File: config.mk
export PLATFORM = sky130hd
export DESIGN_NAME = irp_top
export DESIGN_NICKNAME = d
export VERILOG_FILES = /design/src/common/irp_pkg.sv /design/src/rtl/irp_top.sv
export SDC_FILE = /design/constraint.sdc
export NUM_CORES = 1
export LEC_CHECK = 0
export BUFFER_PORTS_ARGS = -buffer_cell sky130_fd_sc_hd__buf_2
export CAP_MARGIN = 30
export CORE_ASPECT_RATIO = 0.6
export CORE_MARGIN = 2
export CORE_UTILIZATION = 35
export DETAILED_ROUTE_END_ITERATION = 8
export GPL_TIMING_DRIVEN = 0
export PLACE_DENSITY_LB_ADDON = 0.25
export RECOVER_POWER = 50
export SYNTH_ARGS = -nofsm -noshare
export SYNTH_HDL_FRONTEND = slang
export SYNTH_SLANG_ARGS = --single-unit
File: constraint.sdc
create_clock -name clk_i -period 14.2 [get_ports clk_i]
set_input_delay 1.42 -clock clk_i [delete_from_list [all_inputs] [get_ports clk_i]]
set_output_delay 1.42 -clock clk_i [all_outputs]
set_load 0.005 [all_outputs]
File: src/common/irp_pkg.sv
// Constants, types and register map of the interrupt request block.
// Assumes a 100 MHz single clock domain and an APB register port.
//
// Summary of operation
// Any source request latches its pending bit; a watchdog time-out with option 1 resets and sets no pending bit
// Globally enabled: forward pending enabled requests
// Globally disabled: no core request, software polls
// Port C bits 3..0 flag pin requests
// Upper four port C bits stay zero
// High/low enable bits form priority; 00 off
// 01 low, 10 nominal, 11 high level
// One enable bit pair per request bit
// Watchdog option 0 interrupts, 1 resets
// Highest level presented first, fixed tie order

package irp_pkg;

  // Source counts and identifiers
  localparam int unsigned N_G0    = 8;  // First group requests
  localparam int unsigned N_PC    = 4;  // Port C pin requests
  localparam int unsigned N_SRC   = 13; // All sources
  localparam logic [3:0]  SRC_PC0 = 4'h8; // First port C source id
  localparam logic [3:0]  SRC_WDT = 4'hc; // Watchdog source id

  // Register indices; byte address is four times the index
  localparam logic [11:0] IDX_G0_REQ  = 12'hfc0;
  localparam logic [11:0] IDX_PRIO_HI = 12'hfc1;
  localparam logic [11:0] IDX_PRIO_LO = 12'hfc2;
  localparam logic [11:0] IDX_PC_EN   = 12'hfc3;
  localparam logic [11:0] IDX_CTRL    = 12'hfc4;
  localparam logic [11:0] IDX_VECTOR  = 12'hfc5;
  localparam logic [11:0] IDX_PC_REQ  = 12'hfc6;
  localparam logic [11:0] IDX_STAT    = 12'hfc7;
  localparam logic [11:0] IDX_MASK    = 12'hfc8;

  // Control register field positions
  localparam int unsigned CTL_GIE     = 0; // Global interrupt enable
  localparam int unsigned CTL_WDT_SEL = 1; // Watchdog action select
  localparam int unsigned CTL_WDT_PND = 2; // Watchdog request pending

  // Event status field positions
  localparam int unsigned EV_G0  = 0; // First group request latched
  localparam int unsigned EV_PC  = 1; // Port C request latched
  localparam int unsigned EV_WDT = 2; // Watchdog time-out
  localparam int unsigned N_EV   = 3;

  // Values after reset
  localparam logic [7:0] RST_G0_REQ  = 8'h00;
  localparam logic [7:0] RST_PRIO    = 8'h00;
  localparam logic [3:0] RST_PC      = 4'h0;
  localparam logic [2:0] RST_CTRL    = 3'h2; // Watchdog bit unprogrammed
  localparam logic [2:0] RST_EV      = 3'h0;

  // Priority levels
  typedef enum logic [1:0] {
    LVL_OFF = 2'b00,
    LVL_1   = 2'b01,
    LVL_2   = 2'b10,
    LVL_3   = 2'b11
  } irp_level_e;

endpackage

File: src/rtl/irp_top.sv
// Interrupt request latching, priority selection and APB register file.
// Assumes sources and ack come from logic on clk_i; port C pins are
// asynchronous and are synchronised here.

`timescale 1ns/100ps
`default_nettype none

module irp_top
  import irp_pkg::*;
(
  input  wire logic        clk_i,         // System clock
  input  wire logic        nrst_i,        // Synchronous reset, low
  input  wire logic [15:0] paddr_i,       // APB address
  input  wire logic        psel_i,        // APB select
  input  wire logic        penable_i,     // APB enable
  input  wire logic        pwrite_i,      // APB direction
  input  wire logic [31:0] pwdata_i,      // APB write data
  output logic      [31:0] prdata_o,      // APB read data
  output logic             pready_o,      // APB ready
  output logic             pslverr_o,     // APB error
  input  wire logic [7:0]  g0_src_i,      // First group requests
  input  wire logic [3:0]  pc_pin_i,      // Port C pins
  input  wire logic        wdt_timeout_i, // Watchdog time-out pulse
  input  wire logic        irq_ack_i,     // Core takes presented request
  output logic             irq_req_o,     // Request to the core
  output logic      [3:0]  irq_src_o,     // Presented source id
  output logic      [1:0]  irq_level_o,   // Presented level
  output logic             wdt_reset_o,   // Watchdog system reset
  output logic             int_o          // Event interrupt
);

  ////////////////////////////////////////////////////////////////////////
  // Declarations

  logic [7:0]  g0_pend_r;   // First group pending bits
  logic [7:0]  g0_pend_nxt;
  logic [7:0]  prio_hi_r;   // Priority high enable bits
  logic [7:0]  prio_lo_r;   // Priority low enable bits
  logic [3:0]  pc_en_r;     // Port C enables
  logic [3:0]  pc_pend_r;   // Port C pending bits
  logic [3:0]  pc_pend_nxt;
  logic [2:0]  ctrl_r;      // Enable, watchdog select, watchdog pending
  logic [2:0]  ctrl_nxt;
  logic [2:0]  stat_r;      // Sticky events
  logic [2:0]  stat_nxt;
  logic [2:0]  mask_r;      // Event mask
  logic [2:0]  ev;          // Events this cycle
  logic [3:0]  pc_s1_r;     // Synchroniser first stage
  logic [3:0]  pc_s2_r;     // Second stage
  logic [3:0]  pc_s3_r;     // Third stage
  logic [3:0]  pc_filt_r;   // Accepted pin level
  logic [3:0]  pc_rise;     // Accepted rising edges
  logic [12:0] pend_all;    // Pending bits, by source id
  logic [1:0]  lvl [N_SRC]; // Level of each source
  logic        best_valid;  // Some source can be presented
  logic [3:0]  best_src;    // Chosen source
  logic [1:0]  best_lvl;    // Its level
  logic        ack_hit;     // Acknowledge of a live request
  logic        setup;       // APB setup cycle
  logic        wr_done;     // APB write completes
  logic        rd_done;     // APB read completes
  logic [11:0] idx;         // Word index of the address
  logic        hit;         // Address is mapped
  logic [31:0] rd_mux;      // Read data selection
  logic [2:0]  stat_snap_r; // Status bits returned by the read
  logic [11:0] idx_r;       // Index held from setup

  ////////////////////////////////////////////////////////////////////////
  // APB decode

  assign setup   = psel_i & ~penable_i;
  assign wr_done = psel_i & penable_i & pready_o & pwrite_i & ~pslverr_o;
  assign rd_done = psel_i & penable_i & pready_o & ~pwrite_i & ~pslverr_o;
  assign idx     = paddr_i[13:2];

  // Mapped address check, word aligned only
  always_comb begin
    hit = 1'b0;
    if (paddr_i[15:14] == 2'b00 && paddr_i[1:0] == 2'b00) begin
      unique case (idx)
        IDX_G0_REQ, IDX_PRIO_HI, IDX_PRIO_LO, IDX_PC_EN, IDX_CTRL,
        IDX_VECTOR, IDX_PC_REQ, IDX_STAT, IDX_MASK: hit = 1'b1;
        default:                                   hit = 1'b0;
      endcase
    end
  end

  // Read data selection, unused upper bits read zero
  always_comb begin
    rd_mux = 32'h0000_0000;
    unique case (idx)
      IDX_G0_REQ:  rd_mux[7:0] = g0_pend_r;
      IDX_PRIO_HI: rd_mux[7:0] = prio_hi_r;
      IDX_PRIO_LO: rd_mux[7:0] = prio_lo_r;
      IDX_PC_EN:   rd_mux[3:0] = pc_en_r;
      IDX_CTRL:    rd_mux[2:0] = ctrl_r;
      IDX_VECTOR:  rd_mux[6:0] = {irq_req_o, irq_level_o, irq_src_o};
      IDX_PC_REQ:  rd_mux[3:0] = pc_pend_r;
      IDX_STAT:    rd_mux[2:0] = stat_r;
      IDX_MASK:    rd_mux[2:0] = mask_r;
      default:     rd_mux      = 32'h0000_0000;
    endcase
  end

  // Answer one cycle after setup; data sampled at setup
  always_ff @(posedge clk_i) begin
    if (!nrst_i) begin
      pready_o    <= 1'b0;
      pslverr_o   <= 1'b0;
      prdata_o    <= 32'h0000_0000;
      stat_snap_r <= RST_EV;
      idx_r       <= 12'h000;
    end else begin
      pready_o  <= setup;
      pslverr_o <= setup & ~hit;
      if (setup) begin
        prdata_o    <= hit ? rd_mux : 32'h0000_0000;
        stat_snap_r <= stat_r;
        idx_r       <= idx;
      end
    end
  end

  ////////////////////////////////////////////////////////////////////////
  // Configuration registers

  // Priority enables, one bit pair per first group request
  always_ff @(posedge clk_i) begin
    if (!nrst_i) begin
      prio_hi_r <= RST_PRIO;
      prio_lo_r <= RST_PRIO;
    end else if (wr_done && idx_r == IDX_PRIO_HI) begin
      prio_hi_r <= pwdata_i[7:0];
    end else if (wr_done && idx_r == IDX_PRIO_LO) begin
      prio_lo_r <= pwdata_i[7:0];
    end
  end

  // Port C enables and event mask
  always_ff @(posedge clk_i) begin
    if (!nrst_i) begin
      pc_en_r <= RST_PC;
      mask_r  <= RST_EV;
    end else if (wr_done && idx_r == IDX_PC_EN) begin
      pc_en_r <= pwdata_i[3:0];
    end else if (wr_done && idx_r == IDX_MASK) begin
      mask_r <= pwdata_i[2:0];
    end
  end

  ////////////////////////////////////////////////////////////////////////
  // Port C pin synchroniser and edge detect

  // Three stages; a level counts once stages two and three agree
  always_ff @(posedge clk_i) begin
    if (!nrst_i) begin
      pc_s1_r   <= 4'h0;
      pc_s2_r   <= 4'h0;
      pc_s3_r   <= 4'h0;
      pc_filt_r <= 4'h0;
    end else begin
      pc_s1_r <= pc_pin_i;
      pc_s2_r <= pc_s1_r;
      pc_s3_r <= pc_s2_r;
      for (int k = 0; k < N_PC; k++) begin
        if (pc_s2_r[k] == pc_s3_r[k]) begin
          pc_filt_r[k] <= pc_s3_r[k];
        end
      end
    end
  end

  // Rising edge of accepted level
  always_comb begin
    pc_rise = 4'h0;
    for (int k = 0; k < N_PC; k++) begin
      pc_rise[k] = (pc_s2_r[k] == pc_s3_r[k]) & pc_s3_r[k] & ~pc_filt_r[k];
    end
  end

  ////////////////////////////////////////////////////////////////////////
  // Pending request latches

  assign ack_hit = irq_ack_i & irq_req_o;

  // First group: write stores, ack clears, new request wins
  always_comb begin
    g0_pend_nxt = g0_pend_r;
    if (wr_done && idx_r == IDX_G0_REQ) begin
      g0_pend_nxt = pwdata_i[7:0];
    end
    if (ack_hit && irq_src_o < SRC_PC0) begin
      g0_pend_nxt[irq_src_o[2:0]] = 1'b0;
    end
    g0_pend_nxt = g0_pend_nxt | g0_src_i;
  end

  // Port C: upper bits are not stored and read zero
  always_comb begin
    pc_pend_nxt = pc_pend_r;
    if (wr_done && idx_r == IDX_PC_REQ) begin
      pc_pend_nxt = pwdata_i[3:0];
    end
    if (ack_hit && irq_src_o >= SRC_PC0 && irq_src_o < SRC_WDT) begin
      pc_pend_nxt[irq_src_o[1:0]] = 1'b0;
    end
    pc_pend_nxt = pc_pend_nxt | pc_rise;
  end

  // Control: enable and select written, watchdog pending set by time-out with option 0
  always_comb begin
    ctrl_nxt = ctrl_r;
    if (wr_done && idx_r == IDX_CTRL) begin
      ctrl_nxt = pwdata_i[2:0];
    end
    if (ack_hit && irq_src_o == SRC_WDT) begin
      ctrl_nxt[CTL_WDT_PND] = 1'b0;
    end
    if (wdt_timeout_i && !ctrl_r[CTL_WDT_SEL]) begin
      ctrl_nxt[CTL_WDT_PND] = 1'b1;
    end
  end

  // Pending register updates
  always_ff @(posedge clk_i) begin
    if (!nrst_i) begin
      g0_pend_r <= RST_G0_REQ;
      pc_pend_r <= RST_PC;
      ctrl_r    <= RST_CTRL;
    end else begin
      g0_pend_r <= g0_pend_nxt;
      pc_pend_r <= pc_pend_nxt;
      ctrl_r    <= ctrl_nxt;
    end
  end

  // Watchdog reset when the option bit is unprogrammed
  always_ff @(posedge clk_i) begin
    if (!nrst_i) begin
      wdt_reset_o <= 1'b0;
    end else begin
      wdt_reset_o <= wdt_timeout_i & ctrl_r[CTL_WDT_SEL];
    end
  end

  ////////////////////////////////////////////////////////////////////////
  // Priority selection

  // Level per source
  always_comb begin
    for (int i = 0; i < N_G0; i++) begin
      lvl[i] = {prio_hi_r[i], prio_lo_r[i]};
    end
    for (int k = 0; k < N_PC; k++) begin
      lvl[N_G0 + k] = pc_en_r[k] ? LVL_1 : LVL_OFF;
    end
    lvl[SRC_WDT] = LVL_3;
  end

  assign pend_all = {ctrl_r[CTL_WDT_PND], pc_pend_r, g0_pend_r};

  // Highest level wins, lowest id breaks a tie
  always_comb begin
    best_valid = 1'b0;
    best_src   = 4'h0;
    best_lvl   = LVL_OFF;
    for (int i = 0; i < N_SRC; i++) begin
      if (pend_all[i] && lvl[i] > best_lvl) begin
        best_valid = 1'b1;
        best_src   = 4'(i);
        best_lvl   = lvl[i];
      end
    end
  end

  // Request to core, only while globally enabled
  always_ff @(posedge clk_i) begin
    if (!nrst_i) begin
      irq_req_o   <= 1'b0;
      irq_src_o   <= 4'h0;
      irq_level_o <= LVL_OFF;
    end else begin
      irq_req_o   <= best_valid & ctrl_r[CTL_GIE] & ~ack_hit;
      irq_src_o   <= best_src;
      irq_level_o <= best_lvl;
    end
  end

  ////////////////////////////////////////////////////////////////////////
  // Event status and interrupt output

  assign ev[EV_G0]  = |(g0_src_i & ~g0_pend_r);
  assign ev[EV_PC]  = |pc_rise;
  assign ev[EV_WDT] = wdt_timeout_i;

  // Read clears only bits returned, new events win
  always_comb begin
    stat_nxt = stat_r;
    if (rd_done && idx_r == IDX_STAT) begin
      stat_nxt = stat_nxt & ~stat_snap_r;
    end
    stat_nxt = stat_nxt | ev;
  end

  // Status register and interrupt level, a new mask counts at once
  always_ff @(posedge clk_i) begin
    if (!nrst_i) begin
      stat_r <= RST_EV;
      int_o  <= 1'b0;
    end else begin
      stat_r <= stat_nxt;
      int_o  <= |(stat_nxt & (wr_done && idx_r == IDX_MASK ?
                              pwdata_i[2:0] : mask_r));
    end
  end
endmodule

`default_nettype wire

# Word level (Yosys, flattened, before mapping)
# Index checks and enable logic that the tools add are counted.
[word_totals] register_bits=115 inputBits=67 elab_cells=213
[op_classes] n_lt_le_gt_ge=20 eq_ne=22 mux=62 bitwise=43 reduce_logical=39
[op_table] operator="12-bit equality test, second input constant" n=17
[op_table] operator="4-bit 2-to-1 mux" n=13
[op_table] operator="1-bit logical AND" n=29
[op_table] operator="3-bit case mux with 9 select lines" n=1
[op_table] operator="2-bit 2-to-1 mux" n=13
[op_table] operator="1-bit 2-to-1 mux" n=24
[op_table] operator="8-bit 2-to-1 mux" n=3
[op_table] operator="1-bit bitwise AND" n=20
[op_table] operator="8-bit bitwise AND" n=2
[op_table] operator="8-bit NOT" n=2
[op_table] operator="2-bit > comparator" n=7
[op_table] operator="3-bit case mux with 4 select lines" n=1
[op_table] operator="1-bit NOT" n=11
[op_table] operator="3-bit 2-to-1 mux" n=3
[op_table] operator="9-bit OR reduction" n=1
[op_table] operator="1-bit by 2-bit > comparator with 1-bit output" n=4
[op_table] operator="4-bit < comparator, second input constant" n=2
[op_table] operator="8-bit bitwise OR" n=1
[op_table] operator="8-bit OR reduction" n=1
[op_table] operator="3-bit bitwise AND" n=2
[op_table] operator="1-bit case mux with 6 select lines" n=1
[op_table] operator="4-bit bitwise AND" n=1
[op_table] operator="1-bit equality test" n=4
[op_table] operator="4-bit equality test, second input constant" n=1
[op_table] operator="other kinds (21)" n=22

# Longest topological paths before layout
# Gate-level depths: netlist of the first run.
[logic_depth] word_depth=41 mapped_depth=66 depth_no_buf=66

# Least setup slack after synthesis of the first run
# OpenSTA, ideal clock, no wires.
[synth_path] path_type="register to register" startpoint="reg g0_pend_r[0]" endpoint="reg irq_req_o" setup_time_ns=0.118 t_arrival_ns=12.523 required_time_ns=14.082 setup_slack_ns=1.559 stages_incl_launch_ff=66 path_buffers=0 period_less_slack_ns=12.641 path_cell_list="dfxtp_1 -> and2_0 -> inv_1 -> ha_1 -> and2b_4 -> o21ai_2 -> mux2_4 -> ha_1 -> nor2_1 -> o2111ai_1 -> and4_4 -> or2_2 -> ha_1 -> nor2_1 -> a2bb2oi_1 -> o211a_1 -> o21a_1 -> o31a_1 -> [... 30 more ...] -> nor2_1 -> nand2_1 -> a21oi_1 -> a31o_2 -> a22o_1 -> ha_1 -> nor2_1 -> and2_1 -> nand2_1 -> a31o_1 -> a31o_2 -> ha_1 -> nor2_1 -> nand2_1 -> a21oi_1 -> nor4b_1 -> nand2_1 -> o2111a_1"
[synth_between] elab_chain_len=40 elab_cells_between_ends=52
[synth_lines] item="start: declaration" line="irp_top.sv:35" text="logic [7:0] g0_pend_r;"
[synth_lines] item="start signal: assignment" line="irp_top.sv:231" text="g0_pend_r <= g0_pend_nxt;"
[synth_lines] item="1-bit logical AND *" line="irp_top.sv:268" text="if (pend_all[i] && lvl[i] > best_lvl) begin"
[synth_lines] item="2-bit 2-to-1 mux" line="irp_top.sv:268"
[synth_lines] item="2-bit > comparator" line="irp_top.sv:268"
[synth_lines] item="1-bit logical AND" line="irp_top.sv:268"
[synth_lines] item="2-bit 2-to-1 mux" line="irp_top.sv:268"
[synth_lines] item="2-bit > comparator" line="irp_top.sv:268"
[synth_lines] item="1-bit logical AND" line="irp_top.sv:268"
[synth_lines] item="2-bit 2-to-1 mux" line="irp_top.sv:268"
[synth_lines] item="[... 23 more ...]"
[synth_lines] item="2-bit 2-to-1 mux" line="irp_top.sv:268"
[synth_lines] item="1-bit by 2-bit > comparator with 1-bit output" line="irp_top.sv:268"
[synth_lines] item="1-bit logical AND" line="irp_top.sv:268"
[synth_lines] item="2-bit 2-to-1 mux" line="irp_top.sv:268"
[synth_lines] item="2-bit > comparator" line="irp_top.sv:268"
[synth_lines] item="1-bit logical AND" line="irp_top.sv:268"
[synth_lines] item="1-bit 2-to-1 mux *" line="irp_top.sv:268"
[synth_lines] item="1-bit bitwise AND * (2 in a row)" line="irp_top.sv:283" text="irq_req_o <= best_valid & ctrl_r[CTL_GIE] & ~ack_hit;"
[synth_lines] item="end signal: assignment" line="irp_top.sv:283"
[synth_lines] item="end: declaration" line="irp_top.sv:25" text="output logic irq_req_o,"
# Every way passes the cells marked *; elsewhere a longest branch is shown, timed or not.
# A chain may end at the register's enable or synchronous reset.

# Worst setup path in the final report of the first run
# Same ends and word-level chain as after synthesis.

==> results by group, run 1 <==
Run status
  – Status: finished clean

Drt
  – Met3 WL: ~1600 um
  – Vias post-DR: 4458
  – Drt wl/cell: 18.3 um
  – Remaining DRCs: 0
  – Metal-1 WL: about 7500 um
  – Met2 wire len: slightly above 6000 um
  – Pre-Repair DR Iteration Count: 6
  – Starting DRT DRC Count: approximately 500
  – Top layer in use: met4
  – Wirelength, routed: around 15000 um
  – Vias/cell: between 5 and 6
  – Post-route antenna net violation count: 0

Global routing
  – Total grt overflow: 0
  – First-pass GRT wire length: ~23000 um
  – GRT Total Usage: 20.6%
  – Number of antenna violations at the first check in global routing: 0
  – Largest net degree at the start of global routing: 16
  – Vias in the first global route: between 4000 and 5000

CTS
  – Clk buf depth: 2
  – CTS sink cnt: about 90
  – Root Buffer: clkbuf_16
  – Htree depth: 3
  – CTS Buf Count: 9
  – Reg clk slew, reported paths: 0.07 ns
  – Hold Buf Count CTS: 0
  – Clock latency at the later pin of the worst-skew pair: about 0.35 ns
  – TritonCTS clock tree: built

Pwr
  – Internal Power: around 0.00042 W
  – PwrDens: roughly 93 nW/um^2
  – Pleak: around 2.3 nW
  – Clock share of power: between 40% and 50%
  – Combinational fraction of design power: approximately 7%
  – IR drop worst, VDD: roughly 0.067 mV
  – Sw power: ~0.00013 W
  – Sequential share of power: between 40% and 50%
  – Switching Share: roughly a quarter

STA
  – Slew margin rel.: 38.8%
  – RSZ-0062 raised after global routing: no
  – Final setup TNS: 0 ns
  – Final hold viol count: 0
  – Final period util: about 95%
  – Slew Viols, Final: 0
  – Minimum clock period: roughly 13 ns
  – Fmax: about 0.074 GHz
  – Hold_ws: approximately 0.43 ns
  – Clock Skew: 0.00691 ns
  – Worst-Margin Slew: roughly 0.9 ns
  – Setup Viol. Count Final: 0

Synthesis
  – Register area share after synthesis: around 37%
  – Simple-gate share of the synthesized area: roughly 19%
  – Synth Flop Type: dfxtp_1
  – Top cells by area, synth: dfxtp_1 37%, mux2i_1 9.1%, nor2b_1 5.4%
  – Top cells by count, synth: 91 x dfxtp_1, 45 x mux2i_1, 43 x nor2b_1
  – Yosys reg bits: 91
  – Proportion of synthesized area in mux cells: 11.2%
  – Asr flop ratio synth: 0%
  – Synth Area in Adders: under 10%
  – Cell Area, Synth: slightly below 5000 sq um
  – Area fraction of the dominant cell type after synthesis: between 30% and 40%
  – Leading area contributor after synthesis: dfxtp_1
  – Post-synth EDFFs: 0
  – Synth cell types: 72
  – Largest family of logic cells by synthesized area: compound AO/OA/AOI/OAI gates
  – Most frequent cell after synthesis: dfxtp_1
  – Synth Area in Compound Gates: between 20% and 30%
  – Cell count after synthesis: roughly 540
  – Ys Warns: 0
  – Xor/xnor share of the synthesized area: 0%
  – Syn_area_per_cell: approximately 9.1 sq um

Final layout
  – Antenna cells: 0
  – Layout cells sized above 1: 19.3%
  – Layout Area Growth over Synthesis: 19.6%
  – Fin nets: between 700 and 800
  – Final Instance Area: around 6000 sq um
  – Finished Core Util: a little over two fifths

Flow run
  – Max-cap violations: 0

Placed design
  – PortBufs: 60
  – Post-DP Area: 5590 sq um
  – GP Congestion: between 0.9 and 1
  – DPL Wire Length: between 10000 and 15000 um

Floorplanning
  – DIE AREA: around 15000 sq um
  – Initial core utilization: 36.1%
  – Core Footprint: roughly 14000 sq um
  – Die width: between 150 and 200 um
  – Die H: 96.1 um
  – Rows: 33
  – IO Count: 110

Critical path
  – WS Path Type: register to register
  – CP peak stage delay: roughly 0.52 ns
  – CP Launch Type: register
  – CP required: ~14 ns
  – Worst setup EP type: register
  – Worst EP arrival: between 10 and 15 ns
  – Slowest-stage cell, CP: or3b_2
  – CP Max Fanout: 7

Min path
  – Worst min-delay path category: register to register
## power by group through the flow
| stage | Combinational, W | Clock, W | Sequential (W) |
|---|---|---|---|
| CTS | 0.0000395 | 0.000246 | 0.000266 |
| floorplan | 0.0000238 | 0 | 0.000270 |
| global route | 0.0000436 | 0.000256 | 0.000267 |
| detailed placement | 0.0000394 | 0 | 0.000272 |
| global placement | 0.0000385 | 0 | 0.000272 |
| finish | 0.0000397 | 0.000243 | 0.000267 |
## per-stage QoR
step	setup WS [ns]	std cells	total power, W
after detailed placement	0.0410	818	0.000312
after global routing	0.0316	836	0.000567
after floorplan	1.56	564	0.000294
after CTS	0.0938	834	0.000552
after global placement	0.330	816	0.000310
final	0.761	836	0.000549
## sequential cells by signal, summed over array words and instances (netlist names), 8 cells and up
signal and flops:
prio_hi_r 8, idx_r 12, prdata_o 8, g0_pend_r 8, prio_lo_r 8
## worst paths after layout
kind | end | depth (start not counted) | slack [ns] | startpoint
worst max-delay path | irq_req_o | 65 | 0.76 | g0_pend_r[0]
worst min-delay path | pc_s2_r[2] | 1 | 0.43 | pc_s1_r[2]
worst max register to register | irq_req_o | 65 | 0.76 | g0_pend_r[0]
worst min register to register | pc_s2_r[2] | 1 | 0.43 | pc_s1_r[2]
## what timing repair did
item,in CTS,in global routing
hold endpoints to repair,0,0
setup endpoints to repair,1,6
gates resized for setup,1,9
gates cloned,0,0
pin swaps,0,3
buffers inserted,0,2
## cell type report
class / count / area [sq um]
tap: 192 / 240
buffer: 44 / 256
timing repair buffer: 64 / 313
clock buffer: 10 / 229
inverter: 23 / 86.3
multi-input combinational: 406 / 2910
clock inverter: 6 / 65.1
sequential: 91 / 1820
fill: 1406 / 7790
## worst max-delay path, delay by kind of cell (launching register included)
kind	cells	cell delay [ns]
AOI/OAI and AO/OA	24	4.55
and+or+nand+nor	25	3.64
buffers and inverters	1	0.15
muxes	3	1.06
DFF	1	0.41
adders and majority gates	12	3.49
## per-layer routing
| metal | track usage [%] | up-vias |
|---|---|---|
| met3 | 6.62 | 10 |
| met4 | 3.48 | 0 |
| li1 | - | 2122 |
| met1 | 30.7 | 2121 |
| met2 | 29.0 | 205 |
| met5 | 0 | - |
## cell usage in the layout, fill, tap and decap left out, types with 4 or more instances in the layout
cell type  Yosys  routed
a21oi_1       26      24
a222oi_1       4       4
a22o_1        16      16
a22oi_1        6       6
a31oi_1        6       6
and2_0         1       4
and2_1        16      13
and3_1         8       8
buf_2          1      50
buf_4         24      27
clkbuf_1      17      31
clkbuf_16      0       9
conb_1         1      24
dfxtp_1       91      91
ha_1          16      16
inv_1         23      23
mux2_2         8       8
mux2i_1       45      45
nand2_1       31      30
nand3_1        4       4
nand4_1        5       5
nor2_1        28      26
nor2b_1       43      43
nor3_1         9       9
nor3b_1        4       4
o21a_1        20      20
o21ai_0       15      14
o22ai_1        6       6
## logic make-up after synthesis
| kind of cell | Yosys count |
|---|---|
| DFF | 91 |
| muxes | 54 |
| and+or+nand+nor | 172 |
| buffers and inverters | 67 |
| AOI/OAI and AO/OA | 138 |
| adders and majority gates | 18 |
| other | 1 |
No activity file was read; power rests on OpenSTA's default activity.
==> run 2: changes to the inputs <==
--- a/config.mk
+++ b/config.mk
@@ -5,6 +5,7 @@
 export SDC_FILE = /design/constraint.sdc
 export NUM_CORES = 1
 export LEC_CHECK = 0
+export ABC_AREA = 1
 export BUFFER_PORTS_ARGS = -buffer_cell sky130_fd_sc_hd__buf_2
 export CAP_MARGIN = 30
 export CORE_ASPECT_RATIO = 0.6
@@ -17,3 +18,4 @@
 export SYNTH_ARGS = -nofsm -noshare
 export SYNTH_HDL_FRONTEND = slang
 export SYNTH_SLANG_ARGS = --single-unit
+export TNS_END_PERCENT = 5
==> results by group, run 2 <==
STA
  – Final period util: 74.8% (-20 points)
  – Slew Viols, Final: 0 (unchanged)
  – Fmax: 0.0942 GHz (+27%)
  – Worst-Margin Slew: 0.870 ns (-0.0437 ns)
  – Setup Viol. Count Final: 0 (unchanged)
  – RSZ-0062 raised after global routing: no
  – Slew margin rel.: 41.6% (+2.8 points)
  – Minimum clock period: 10.62 ns (-2.82 ns)
  – Clock Skew: 0.0108 ns (+0.00390 ns)
  – Final setup TNS: 0 ns (unchanged)
  – Hold_ws: 0.413 ns (-0.0202 ns)
  – Final hold viol count: 0 (unchanged)

Synthesis
  – Leading area contributor after synthesis: dfxtp_1
  – Synth cell types: 38 (-47%)
  – Register area share after synthesis: 37.2% (+0.41 points)
  – Cell count after synthesis: 690 (+28%)
  – Post-synth EDFFs: 0 (unchanged)
  – Area fraction of the dominant cell type after synthesis: 37.2% (+0.41 points)
  – Top cells by area, synth: dfxtp_1 37%, nand2_1 8.4%, inv_1 8.2%
  – Syn_area_per_cell: 7.09 sq um (-22%)
  – Yosys reg bits: 91 (unchanged)
  – Synth Flop Type: dfxtp_1
  – Cell Area, Synth: 4890 sq um (-1.1%)
  – Top cells by count, synth: 110 x nand2_1, 107 x inv_1, 91 x dfxtp_1
  – Ys Warns: 0 (unchanged)
  – Most frequent cell after synthesis: nand2_1
  – Asr flop ratio synth: 0% (unchanged)

Drt
  – Drt wl/cell: 15.6 um (-15%)
  – Remaining DRCs: 0 (unchanged)
  – Vias/cell: 4.88 (-8.4%)
  – Pre-Repair DR Iteration Count: 5 (-1)
  – Wirelength, routed: 15300 um (about the same)
  – Post-route antenna net violation count: 0 (unchanged)
  – Starting DRT DRC Count: 426 (-15%)
  – Vias post-DR: 4791 (+7.5%)

Floorplanning
  – DIE AREA: 15000 sq um (-1.0%)
  – Die width: 157 um (-0.53%)
  – Die H: 95.6 um (-0.52%)
  – IO Count: 110 (unchanged)
  – Rows: 33 (unchanged)
  – Core Footprint: 13700 sq um (-0.30%)
  – Initial core utilization: 35.8% (-0.28 points)

Global routing
  – GRT Total Usage: 21.3% (+0.68 points)
  – First-pass GRT wire length: 23500 um (+1.4%)
  – Total grt overflow: 0 (unchanged)
  – Number of antenna violations at the first check in global routing: 0 (unchanged)
  – Largest net degree at the start of global routing: 19 (+3)
  – Vias in the first global route: 4191 (+2.4%)

Pwr
  – Sw power: 0.000146 W (+10%)
  – Internal Power: 0.000402 W (-3.7%)
  – Pleak: 2.65 nW (+14%)
  – Clock share of power: 43.8% (-0.4 points)
  – PwrDens: 94.5 nW/um^2 (+1.8%)
  – IR drop worst, VDD: 0.0528 mV (-21%)
  – Switching Share: 26.6% (+2.5 points)
  – Combinational fraction of design power: 7.1% (about the same)
  – Sequential share of power: 49.1% (+0.5 points)

CTS
  – Clock latency at the later pin of the worst-skew pair: 0.35 ns (about the same)
  – Hold Buf Count CTS: 0 (unchanged)
  – Post-cts repair resize count: 0 (-1)
  – Root Buffer: clkbuf_16
  – CTS Buf Count: 9 (unchanged)
  – Htree depth: 3 (unchanged)
  – Clk buf depth: 2 (unchanged)
  – CTS sink cnt: 91 (unchanged)
  – Setup Buffers After CTS: 0 (unchanged)
  – Reg clk slew, reported paths: 0.08 ns (about the same)
  – TritonCTS clock tree: built

Final layout
  – Most frequent cells in the layout: 110 x nand2_1, 107 x inv_1, 91 x dfxtp_1
  – Fin nets: 867 (+20%)
  – Largest Register: idx_r
  – Antenna cells: 0 (unchanged)
  – Final Instance Area: 5790 sq um (-2.1%)
  – Max reg flops: 12 (unchanged)
  – Commonest non-fill, non-tap cell in the layout: nand2_1
  – Layout Area Growth over Synthesis: 18.4%
  – Layout cells sized above 1: 16.1% (-3.2 points)

Placed design
  – DPL Wire Length: 12400 um (+3.5%)
  – Post-DP Area: 5520 sq um (-1.2%)
  – PortBufs: 60 (unchanged)
  – GP Congestion: 1.01 (+8.5%)

Critical path
  – CP peak stage delay: 0.51 ns (about the same)
  – Slowest-stage cell, CP: dfxtp_1
  – Worst setup EP type: register
  – Crit-path most repeated cell: nand2_1
  – CP required: 14.42 ns (-0.02 ns)
  – Worst EP arrival: 10.84 ns (-2.84 ns)
  – Worst reg2reg setup slack: 3.58 ns (+2.82 ns)
  – CP Max Fanout: 6 (-1)
  – CP Launch Type: register
  – WS Path Type: register to register

Min path
  – Worst min-delay path category: register to register

Run status
  – Status: finished clean

Flow run
  – Max-cap violations: 0 (unchanged)
-- run 2: critical path, delay by kind of cell, from the launching register on --
family | cells | cell delay (ns)
simple gates | 48 | 5.09
compound gates | 7 | 1.07
fa+ha+maj | 11 | 3.13
buf+inv | 8 | 0.69
flops | 1 | 0.51
-- run 2: final cells by class --
cell class | count | area, sq um
inverters | 111 | 417
repair buffers | 60 | 287
well taps | 192 | 240
plain buffers | 40 | 240
clock buffers | 9 | 225
multi-input cells | 471 | 2500
fillers | 1453 | 7880
flip-flops and latches | 91 | 1820
clock inverters | 7 | 65.1
-- run 2: per-stage QoR --
| step | util, % | power, W | std cells | setup WS, ns |
|---|---|---|---|---|
| 3_5_place_dp | 40.4 | 0.000312 | 965 | 3.78 |
| 4_1_cts | 42.5 | 0.000549 | 981 | 3.70 |
| 2_1_floorplan | - | 0.000296 | 713 | 4.94 |
| 6_report | 42.4 | 0.000547 | 981 | 3.58 |
| 3_3_place_gp | 40.4 | 0.000312 | 965 | 3.75 |
| 5_1_grt | 42.4 | 0.000566 | 981 | 2.47 |
-- run 2: path summary, 6_finish.rpt --
kind                startpoint            to  depth (start not counted)
hold / removal      pc_s1_r[0]    pc_s2_r[0]                          2
setup / recovery  g0_pend_r[0]  irq_src_o[2]                         74
setup reg to reg  g0_pend_r[0]  irq_src_o[2]                         74
hold reg to reg     pc_s1_r[0]    pc_s2_r[0]                          2
-- run 2: per-layer routing --
| layer | share of wire (%) | GRT usage [%] | vias up | wire length, um |
|---|---|---|---|---|
| met1 | 52 | 33.4 | 2141 | 8030 |
| met5 | 0 | 0 | - | 0 |
| met3 | 12 | 8.05 | 6 | 1890 |
| met4 | 0.61 | 3.67 | 0 | 94 |
| li1 | - | - | 2429 | - |
| met2 | 35 | 26.7 | 215 | 5280 |
-- run 2: kinds of logic (layout without fill, tap and decap cells) --
logic type / after synthesis / count (layout) / synth area share, %
AOI/OAI and AO/OA: 171 / 171 / 20.6
adders and majority gates: 16 / 16 / 4.09
buffers and inverters: 151 / 227 / 13.5
DFF: 91 / 91 / 37.2
other: 1 / 24 / 0.0767
and+or+nand+nor: 260 / 260 / 24.5
-- run 2: power groups by stage --
| stage | logic [W] | registers [W] | clock network, W |
|---|---|---|---|
| global placement | 0.0000383 | 0.000274 | 0 |
| global route | 0.0000434 | 0.000269 | 0.000254 |
| detailed placement | 0.0000383 | 0.000274 | 0 |
| finish | 0.0000387 | 0.000269 | 0.000240 |
| CTS | 0.0000384 | 0.000268 | 0.000242 |
| floorplan | 0.0000239 | 0.000272 | 0 |
